$ cat config.mk
export PLATFORM = sky130hd
export DESIGN_NAME = mmsd_top
export DESIGN_NICKNAME = d
export VERILOG_FILES = /design/src/mmsd_pkg.sv /design/src/mmsd_hole_cmp.sv /design/src/mmsd_seg_decode.sv /design/src/mmsd_top.sv
export SDC_FILE = /design/constraint.sdc
export NUM_CORES = 1
export LEC_CHECK = 0
export ABC_AREA = 1
export BUFFER_PORTS_ARGS = -buffer_cell sky130_fd_sc_hd__clkbuf_2
export CORE_MARGIN = 4
export CORE_UTILIZATION = 28
export DETAILED_ROUTE_END_ITERATION = 10
export PLACE_DENSITY = 0.59
export SYNTH_ARGS = -nofsm -noshare
export SYNTH_HDL_FRONTEND = slang
export SYNTH_SLANG_ARGS = --single-unit
$ cat constraint.sdc
create_clock -name clk_sys -period 1.9 [get_ports clk_sys]
set_input_delay 0.19 -clock clk_sys [delete_from_list [all_inputs] [get_ports clk_sys]]
set_output_delay 0.19 -clock clk_sys [all_outputs]
set_load 0.05 [all_outputs]
$ cat src/mmsd_pkg.sv
// constants and helpers for the main memory select decoder
package mmsd_pkg;
	// register indices; byte address is four times the index
	localparam logic [7:0] IDX_CONTROL = 8'h44;
	localparam logic [7:0] IDX_HOLE_BOTTOM = 8'h45;
	localparam logic [7:0] IDX_HOLE_TOP = 8'h46;
	localparam logic [7:0] IDX_REGION_CFG = 8'h50;
	localparam logic [7:0] IDX_STATUS = 8'h51;
	localparam int IDX_SHIFT = 2;

	// reset values
	localparam logic [7:0] RST_CONTROL = 8'h00;
	localparam logic [7:0] RST_HOLE_BOTTOM = 8'h10;
	localparam logic [7:0] RST_HOLE_TOP = 8'h0f;
	localparam logic [7:0] RST_REGION_CFG = 8'h00;

	// control fields
	localparam int CTL_LOW_RD = 0;
	localparam int CTL_LOW_WR = 1;
	localparam int CTL_BIOS_RD = 2;
	localparam int CTL_BIOS_WR = 3;
	localparam int CTL_MASTER = 4;
	localparam logic [7:0] CTL_RW_MASK = 8'h1f;
	localparam int CFG_EXT_EN = 0;
	localparam logic [7:0] CFG_RW_MASK = 8'h01;

	// address map pieces, in 64 KByte blocks of address bits 23:16
	localparam logic [7:0] BLK_LOW_END = 8'h08;
	localparam logic [7:0] BLK_MID_END = 8'h0a;
	localparam logic [7:0] BLK_BIOS = 8'h0f;
	localparam logic [7:0] BLK_EXT_START = 8'h10;

	// pci memory commands on c/be_n in the address phase
	localparam logic [3:0] CMD_MEM_RD = 4'h6;
	localparam logic [3:0] CMD_MEM_WR = 4'h7;
	localparam logic [3:0] CMD_MEM_RD_MULT = 4'hc;
	localparam logic [3:0] CMD_MEM_RD_LINE = 4'he;
	localparam logic [3:0] CMD_MEM_WR_INV = 4'hf;

	function automatic logic mmsd_is_rd(input logic [3:0] cmd);
		return (cmd == CMD_MEM_RD) || (cmd == CMD_MEM_RD_MULT) || (cmd == CMD_MEM_RD_LINE);
	endfunction : mmsd_is_rd

	function automatic logic mmsd_is_wr(input logic [3:0] cmd);
		return (cmd == CMD_MEM_WR) || (cmd == CMD_MEM_WR_INV);
	endfunction : mmsd_is_wr
endpackage : mmsd_pkg

$ cat src/mmsd_hole_cmp.sv
// hole comparator for the main memory select
module mmsd_hole_cmp
	import mmsd_pkg::*;
(
	input wire logic [31:0] addr,
	input wire logic [7:0] holeBottom,
	input wire logic [7:0] holeTop,
	output logic inHole
);
	logic below16M;
	logic holeOn;
	always_comb begin
		below16M = (addr[31:24] == 8'h00);
		holeOn = (holeTop >= holeBottom);
		// bottom block starts the hole, top block is included whole
		inHole = below16M && holeOn && (addr[23:16] >= holeBottom) && (addr[23:16] <= holeTop);
	end
endmodule : mmsd_hole_cmp

$ cat src/mmsd_seg_decode.sv
// segment decode of the main memory region
module mmsd_seg_decode
	import mmsd_pkg::*;
(
	input wire logic [31:0] addr,
	input wire logic isRd,
	input wire logic isWr,
	input wire logic [7:0] control,
	input wire logic extEnable,
	output logic regionHit
);
	logic below16M;
	logic [7:0] blk;
	logic lowSeg;
	logic midSeg;
	logic biosSeg;
	logic extSeg;
	always_comb begin
		below16M = (addr[31:24] == 8'h00);
		blk = addr[23:16];
		lowSeg = below16M && (blk < BLK_LOW_END);
		midSeg = below16M && (blk >= BLK_LOW_END) && (blk < BLK_MID_END);
		biosSeg = below16M && (blk == BLK_BIOS);
		extSeg = below16M && (blk >= BLK_EXT_START);
		regionHit = 1'b0;
		if (lowSeg) begin
			regionHit = isRd || isWr;
		end else if (midSeg) begin
			// both enables clear leaves the segment unreachable
			regionHit = (isRd && control[CTL_LOW_RD]) || (isWr && control[CTL_LOW_WR]);
		end else if (biosSeg) begin
			regionHit = (isRd && control[CTL_BIOS_RD]) || (isWr && control[CTL_BIOS_WR]);
		end else if (extSeg) begin
			regionHit = extEnable && (isRd || isWr);
		end
	end
endmodule : mmsd_seg_decode

$ cat src/mmsd_top.sv
// main memory select decoder with apb register access
module mmsd_top
	import mmsd_pkg::*;
#(
	parameter int APB_AW = 12
)
(
	input wire logic clk_sys,
	input wire logic reset,
	// apb slave
	input wire logic psel,
	input wire logic penable,
	input wire logic pwrite,
	input wire logic [APB_AW-1:0] paddr,
	input wire logic [31:0] pwdata,
	input wire logic [3:0] pstrb,
	output logic pready,
	output logic [31:0] prdata,
	output logic pslverr,
	// pci bus observation
	input wire logic frameN,
	input wire logic irdyN,
	input wire logic [31:0] ad,
	input wire logic [3:0] cbeN,
	// positive decode requests from neighbouring decoders
	input wire logic isaClkDivBit6,
	input wire logic utilCsABit6,
	// outputs
	output logic main_memory_select_n,
	output logic isaClkPosDecodeEn,
	output logic utilCsAPosDecodeEn
);
	// refused at elaboration, the index decode needs bits 9:2
	if (APB_AW < 10 || APB_AW > 32) begin : g_bad_aw
		$error("mmsd_top: APB_AW must lie in 10..32");
	end

	typedef enum logic [1:0] {
		ST_IDLE = 2'b00,
		ST_HIT = 2'b01,
		ST_MISS = 2'b10
	} mmsd_state_t;

	// register file state
	logic [7:0] control;
	logic [7:0] holeBottom;
	logic [7:0] holeTop;
	logic [7:0] regionCfg;
	logic [7:0] next_control;
	logic [7:0] next_holeBottom;
	logic [7:0] next_holeTop;
	logic [7:0] next_regionCfg;

	// apb answer state
	logic next_pready;
	logic [31:0] next_prdata;
	logic next_pslverr;

	// transaction state
	mmsd_state_t state;
	mmsd_state_t next_state;
	logic next_selN;
	logic lastHit;
	logic lastHole;
	logic next_lastHit;
	logic next_lastHole;
	logic [7:0] selCount;
	logic [7:0] next_selCount;
	logic next_isaPos;
	logic next_utilPos;

	// decode wires
	logic isRd;
	logic isWr;
	logic regionHit;
	logic inHole;
	logic masterEn;
	logic decodeHit;
	logic addrPhase;
	logic busIdle;

	// register index seen on the bus
	logic [7:0] regIdx;
	logic idxMapped;
	logic wordAligned;
	logic upperZero;
	logic accessDone;
	logic setupPhase;
	logic [15:0] statusWord;

	always_comb begin
		isRd = mmsd_is_rd(cbeN);
		isWr = mmsd_is_wr(cbeN);
	end

	mmsd_seg_decode u_seg (
		.addr(ad),
		.isRd(isRd),
		.isWr(isWr),
		.control(control),
		.extEnable(regionCfg[CFG_EXT_EN]),
		.regionHit(regionHit)
	);

	mmsd_hole_cmp u_hole (
		.addr(ad),
		.holeBottom(holeBottom),
		.holeTop(holeTop),
		.inHole(inHole)
	);

	always_comb begin
		masterEn = control[CTL_MASTER];
		// master enable gates everything, the hole overrides the region
		decodeHit = masterEn && regionHit && !inHole;
		busIdle = frameN && irdyN;
		// only in idle is a falling frame an address phase
		addrPhase = (state == ST_IDLE) && !frameN;
	end

	// apb address decode
	always_comb begin
		regIdx = paddr[IDX_SHIFT +: 8];
		wordAligned = (paddr[IDX_SHIFT-1:0] == '0);
		upperZero = 1'b1;
		if (APB_AW > IDX_SHIFT + 8) begin
			upperZero = ((paddr >> (IDX_SHIFT + 8)) == '0);
		end
		idxMapped = (regIdx == IDX_CONTROL) || (regIdx == IDX_HOLE_BOTTOM) || (regIdx == IDX_HOLE_TOP) ||
			(regIdx == IDX_REGION_CFG) || (regIdx == IDX_STATUS);
		idxMapped = idxMapped && wordAligned && upperZero;
		setupPhase = psel && !penable;
		accessDone = psel && penable && pready;
		statusWord = {selCount, 5'h00, lastHole, lastHit, !main_memory_select_n};
	end

	// register writes land on the completing access edge only
	always_comb begin
		next_control = control;
		next_holeBottom = holeBottom;
		next_holeTop = holeTop;
		next_regionCfg = regionCfg;
		if (accessDone && pwrite && idxMapped && pstrb[0]) begin
			case (regIdx)
				IDX_CONTROL: begin
					next_control = pwdata[7:0] & CTL_RW_MASK;
				end
				IDX_HOLE_BOTTOM: begin
					next_holeBottom = pwdata[7:0];
				end
				IDX_HOLE_TOP: begin
					next_holeTop = pwdata[7:0];
				end
				IDX_REGION_CFG: begin
					next_regionCfg = pwdata[7:0] & CFG_RW_MASK;
				end
				default: begin
					next_control = control;
				end
			endcase
		end
	end

	always_ff @(posedge clk_sys) begin
		if (reset) begin
			control <= RST_CONTROL;
			holeBottom <= RST_HOLE_BOTTOM;
			holeTop <= RST_HOLE_TOP;
			regionCfg <= RST_REGION_CFG;
		end else begin
			control <= next_control;
			holeBottom <= next_holeBottom;
			holeTop <= next_holeTop;
			regionCfg <= next_regionCfg;
		end
	end

	// answer prepared in setup, so the access phase needs no wait state
	always_comb begin
		next_pready = 1'b0;
		next_prdata = prdata;
		next_pslverr = 1'b0;
		if (setupPhase) begin
			next_pready = 1'b1;
			next_pslverr = !idxMapped;
			next_prdata = 32'h0000_0000;
			if (!pwrite && idxMapped) begin
				case (regIdx)
					IDX_CONTROL: begin
						next_prdata = {24'h00_0000, control};
					end
					IDX_HOLE_BOTTOM: begin
						next_prdata = {24'h00_0000, holeBottom};
					end
					IDX_HOLE_TOP: begin
						next_prdata = {24'h00_0000, holeTop};
					end
					IDX_REGION_CFG: begin
						next_prdata = {24'h00_0000, regionCfg};
					end
					IDX_STATUS: begin
						next_prdata = {16'h0000, statusWord};
					end
					default: begin
						next_prdata = 32'h0000_0000;
					end
				endcase
			end
		end else if (psel && penable && !pready) begin
			// held request whose setup was missed is answered one cycle late
			next_pready = 1'b1;
			next_pslverr = !idxMapped;
			next_prdata = prdata;
		end
	end

	always_ff @(posedge clk_sys) begin
		if (reset) begin
			pready <= 1'b0;
			prdata <= 32'h0000_0000;
			pslverr <= 1'b0;
		end else begin
			pready <= next_pready;
			prdata <= next_prdata;
			pslverr <= next_pslverr;
		end
	end

	// transaction tracking; the decision is frozen at the address phase
	always_comb begin
		next_state = state;
		next_lastHit = lastHit;
		next_lastHole = lastHole;
		next_selCount = selCount;
		case (state)
			ST_IDLE: begin
				if (addrPhase) begin
					next_lastHit = decodeHit;
					next_lastHole = inHole;
					if (decodeHit) begin
						next_state = ST_HIT;
						next_selCount = selCount + 8'h01;
					end else begin
						next_state = ST_MISS;
					end
				end
			end
			ST_HIT: begin
				if (busIdle) begin
					next_state = ST_IDLE;
				end
			end
			ST_MISS: begin
				if (busIdle) begin
					next_state = ST_IDLE;
				end
			end
			default: begin
				next_state = ST_IDLE;
			end
		endcase
		// later control writes never cut a running transaction short
		next_selN = (next_state != ST_HIT);
	end

	// with the master enable set those areas fall to subtractive decode
	always_comb begin
		next_isaPos = isaClkDivBit6 && !masterEn;
		next_utilPos = utilCsABit6 && !masterEn;
	end

	always_ff @(posedge clk_sys) begin
		if (reset) begin
			state <= ST_IDLE;
			main_memory_select_n <= 1'b1;
			lastHit <= 1'b0;
			lastHole <= 1'b0;
			selCount <= 8'h00;
			isaClkPosDecodeEn <= 1'b0;
			utilCsAPosDecodeEn <= 1'b0;
		end else begin
			state <= next_state;
			main_memory_select_n <= next_selN;
			lastHit <= next_lastHit;
			lastHole <= next_lastHole;
			selCount <= next_selCount;
			isaClkPosDecodeEn <= next_isaPos;
			utilCsAPosDecodeEn <= next_utilPos;
		end
	end
endmodule : mmsd_top

==> metrics <==
outcome=finished clean; I/O Buffers=70; GPL Wtd Cong=0.8283; Initial Util=0.2916; RSZ-0062 raised after global routing=yes; die height=about 120 um; placed insts=just under 700; Max Slew Vio Count=0; Pleak=about 2.0 nW; Fin. Hold Viols=0; Final Critical Period=~1.8 ns; CTS buffer count=5; fillers=~1200; Top Layer Used=met4; Row Count=38; Initial DRC Count=153; synthesis-to-finish area growth=29.75%; met3 WL=366 um; reg2reg setup slack=a little over 0.08 ns; final setup margin=between 0.08 and 0.09 ns; post-route setup TNS=0 ns; wl on met1=approximately 4.0 mm; Antenna Violating Nets Remaining=0; Comb pwr share=0.135; Seq cells post-synth=between 50 and 60; Vias=around 3200; power per standard cell area=approximately 570 mW/mm^2; reg-to-reg endpoint=selCount[1]$_SDFFE_PP0P_; Yosys top cell by area=dfxtp_1; CP arrival=between 2 and 2.5 ns; MaxCap Viol Count=0; most common cell after layout, fill and taps aside=nand2_1; WHS Endpoint=isaClkPosDecodeEn$_SDFF_PP0_; multi-input logic area=between 0.0015 and 0.002 sq mm; cell-internal power=approximately 1.8 mW; Syn. warnings=0; n_diodes=0; htree depth=2; Worst Setup SP=holeTop[5]$_SDFFE_PP0P_; Clock Path Buffers=2; CP peak stage delay=between 0.3 and 0.4 ns; total track usage=0.1264; vias in the first global route=roughly 3000; CP Launch Type=flop; final period utilization=0.9567; CTS tree=built; top-area cell type share of the netlist area=0.3423; Crit path max-delay family=simple AND/OR/NAND/NOR gates; Top cell by count, worst path=nand2_1; Synth cell types=35; hold path cells=3; dpl ws=roughly 0.013 ns; DRT Pass-1 Iters=4; Avg WL per Cell=roughly 13 um; final setup fails=0; NetSw=about 0.62 mW; Worst VDD drop=approximately 0.36 mV; layout cells sized above 1=0.2815; Final Routed Wirelength=8.659 mm; die area=0.01327 sq mm; routed vias/inst=4.610; max frequency=between 500 and 600 MHz; synthesized cell area=roughly 0.0032 sq mm; reg2reg path depth=11; first-pass GRT wire length=approximately 14 mm; WL met2=between 4 and 5 mm; sequential power share=0.488; Num Clock Sinks=55; Clock Latency Late Sink=a little under 0.3 ns; cts hold-fix bufs=0; clk root buf=clkbuf_16; post-synthesis instance total=463; critical path's slowest cell=dfxtp_4; initial antenna violation count=0; WS Path Type=flop to flop; RR Startpoint=holeTop[5]$_SDFFE_PP0P_; Setup Skew=~0.0062 ns; Min-Delay Path Class=primary input to flop; register area=between 0.001 and 0.0015 sq mm; # DRC=0; IO Count=130; grt ovf=0; largest net degree at the start of global routing=31; Post-DP HPWL=slightly below 7 mm; sw frac=0.2612; register area share after synthesis=0.3423; syn_area_per_cell=a little under 7 sq um; crit-path cells=inv_4, ha_4, a21oi_1, o21a_1, nand2_1, nand2_1, nand4_1, nand2_2, buf_6, nor2_4, a211oi_2; fin cells=687; Clock Power Share=0.376; min-delay src=isaClkDivBit6; Max FO, Critical Path=7; nets=666; Worst Path Required=2.11 ns; most frequent cells in the layout=106 x nand2_1, 70 x clkbuf_2, 55 x inv_1; Synth area leaders=dfxtp_1 34%, nand2_1 13%, ha_1 11%; Core ar.=around 0.011 sq mm; CP bufs+invs=2; crit end category=flop; Die X=115.2 um; clock slew at reported path FFs=roughly 0.070 ns
-- registers in the layout, indices dropped and copies added, names as in the netlist, 2 cells and up --
register and cells:
prdata 16, holeBottom 8, holeTop 8, selCount 8
control 5, state 2
-- kinds of logic (layout without fill, tap and decap cells) --
kind of cell,Yosys count,in the layout,synth area share
fa+ha+maj,27,27,0.1050
compound gates,89,89,0.1494
buf+inv,95,164,0.1342
other cells,1,16,0.001166
flops,55,55,0.3423
simple gates,196,196,0.2680
-- per-stage QoR --
step	cell area (sq um)	utilization	hold slack, ns	power (mW)
4_1_cts	3880	0.3517	0.1064	2.384
2_1_floorplan	3273	-	0.2670	1.408
6_report	4174	0.3784	0.1069	2.373
5_1_grt	4174	0.3784	0.1066	2.478
3_5_place_dp	3736	0.3387	0.4162	1.482
3_3_place_gp	3736	0.3387	0.4010	1.475
-- cell type report --
| class | count | share of cell area |
|---|---|---|
| Inverter | 71 | 0.06625 |
| Multi-Input combinational cell | 328 | 0.4745 |
| Timing Repair Buffer | 85 | 0.1148 |
| Clock buffer | 7 | 0.03177 |
| Tap cell | 140 | 0.04197 |
| Clock inverter | 1 | 0.002098 |
| Sequential cell | 55 | 0.2686 |
-- worst max path at each step --
stage	end	slack, ns	depth (start not counted)
2_1_floorplan	selCount[5]$_SDFFE_PP0P_	0.15	13
3_3_place_gp	main_memory_select_n$_SDFF_PP1_	0.08	10
3_5_place_dp	selCount[2]$_SDFFE_PP0P_	0.01	13
4_1_cts	selCount[2]$_SDFFE_PP0P_	0.01	15
5_1_grt	selCount[1]$_SDFFE_PP0P_	-0.07	11
6_report	selCount[1]$_SDFFE_PP0P_	0.08	11
-- power by group through the flow --
stage          registers (mW)  logic (mW)  clock network, mW
2_1_floorplan            1.21       0.201                  0
5_1_grt                  1.16       0.355              0.963
6_report                 1.16       0.321              0.893
4_1_cts                  1.16       0.294              0.927
3_5_place_dp             1.19       0.292                  0
3_3_place_gp             1.19       0.285                  0
-- per-layer routing --
layer | up-vias | GRT usage
li1 | 1632 | -
met1 | 1449 | 0.1736
met2 | 81 | 0.2130
met3 | 5 | 0.01895
met4 | 0 | 0.02191
met5 | - | 0
-- what timing repair did --
item | 4_1_cts | 5_1_grt
resized for setup | 1 | 66
endpoints found under the setup margin | 1 | 12
endpoints found under the hold margin | 0 | 0
pin swaps | 0 | 18
cloned | 0 | 0
setup buffers | 0 | 3
-- cell usage after synthesis --
master	number
a21oi_1	47
nand2_2	2
o22ai_1	5
clkinv_1	1
nor3_2	1
buf_1	1
o221ai_1	1
nand3_1	18
a21o_1	2
inv_1	70
ha_1	27
and3_1	1
nand4_2	1
o21ai_1	1
nand2_4	2
conb_1	1
dfxtp_1	55
o311ai_0	1
nand2_1	110
nor3_4	2
buf_6	2
or2_2	1
nor3_1	5
nand4_1	9
o21a_1	1
a22oi_1	1
nor4_1	2
nor2_1	41
o21bai_1	1
a211oi_1	2
o21ai_0	26
buf_4	16
clkbuf_1	5
or2_4	1
o21ai_2	1
-- worst min-delay path, delay by kind of cell --
kind	cells	cell delay (ns)
AND/OR/NAND/NOR	2	0.09
buffers and inverters	1	0.08
(Power assumes the default switching activity.)
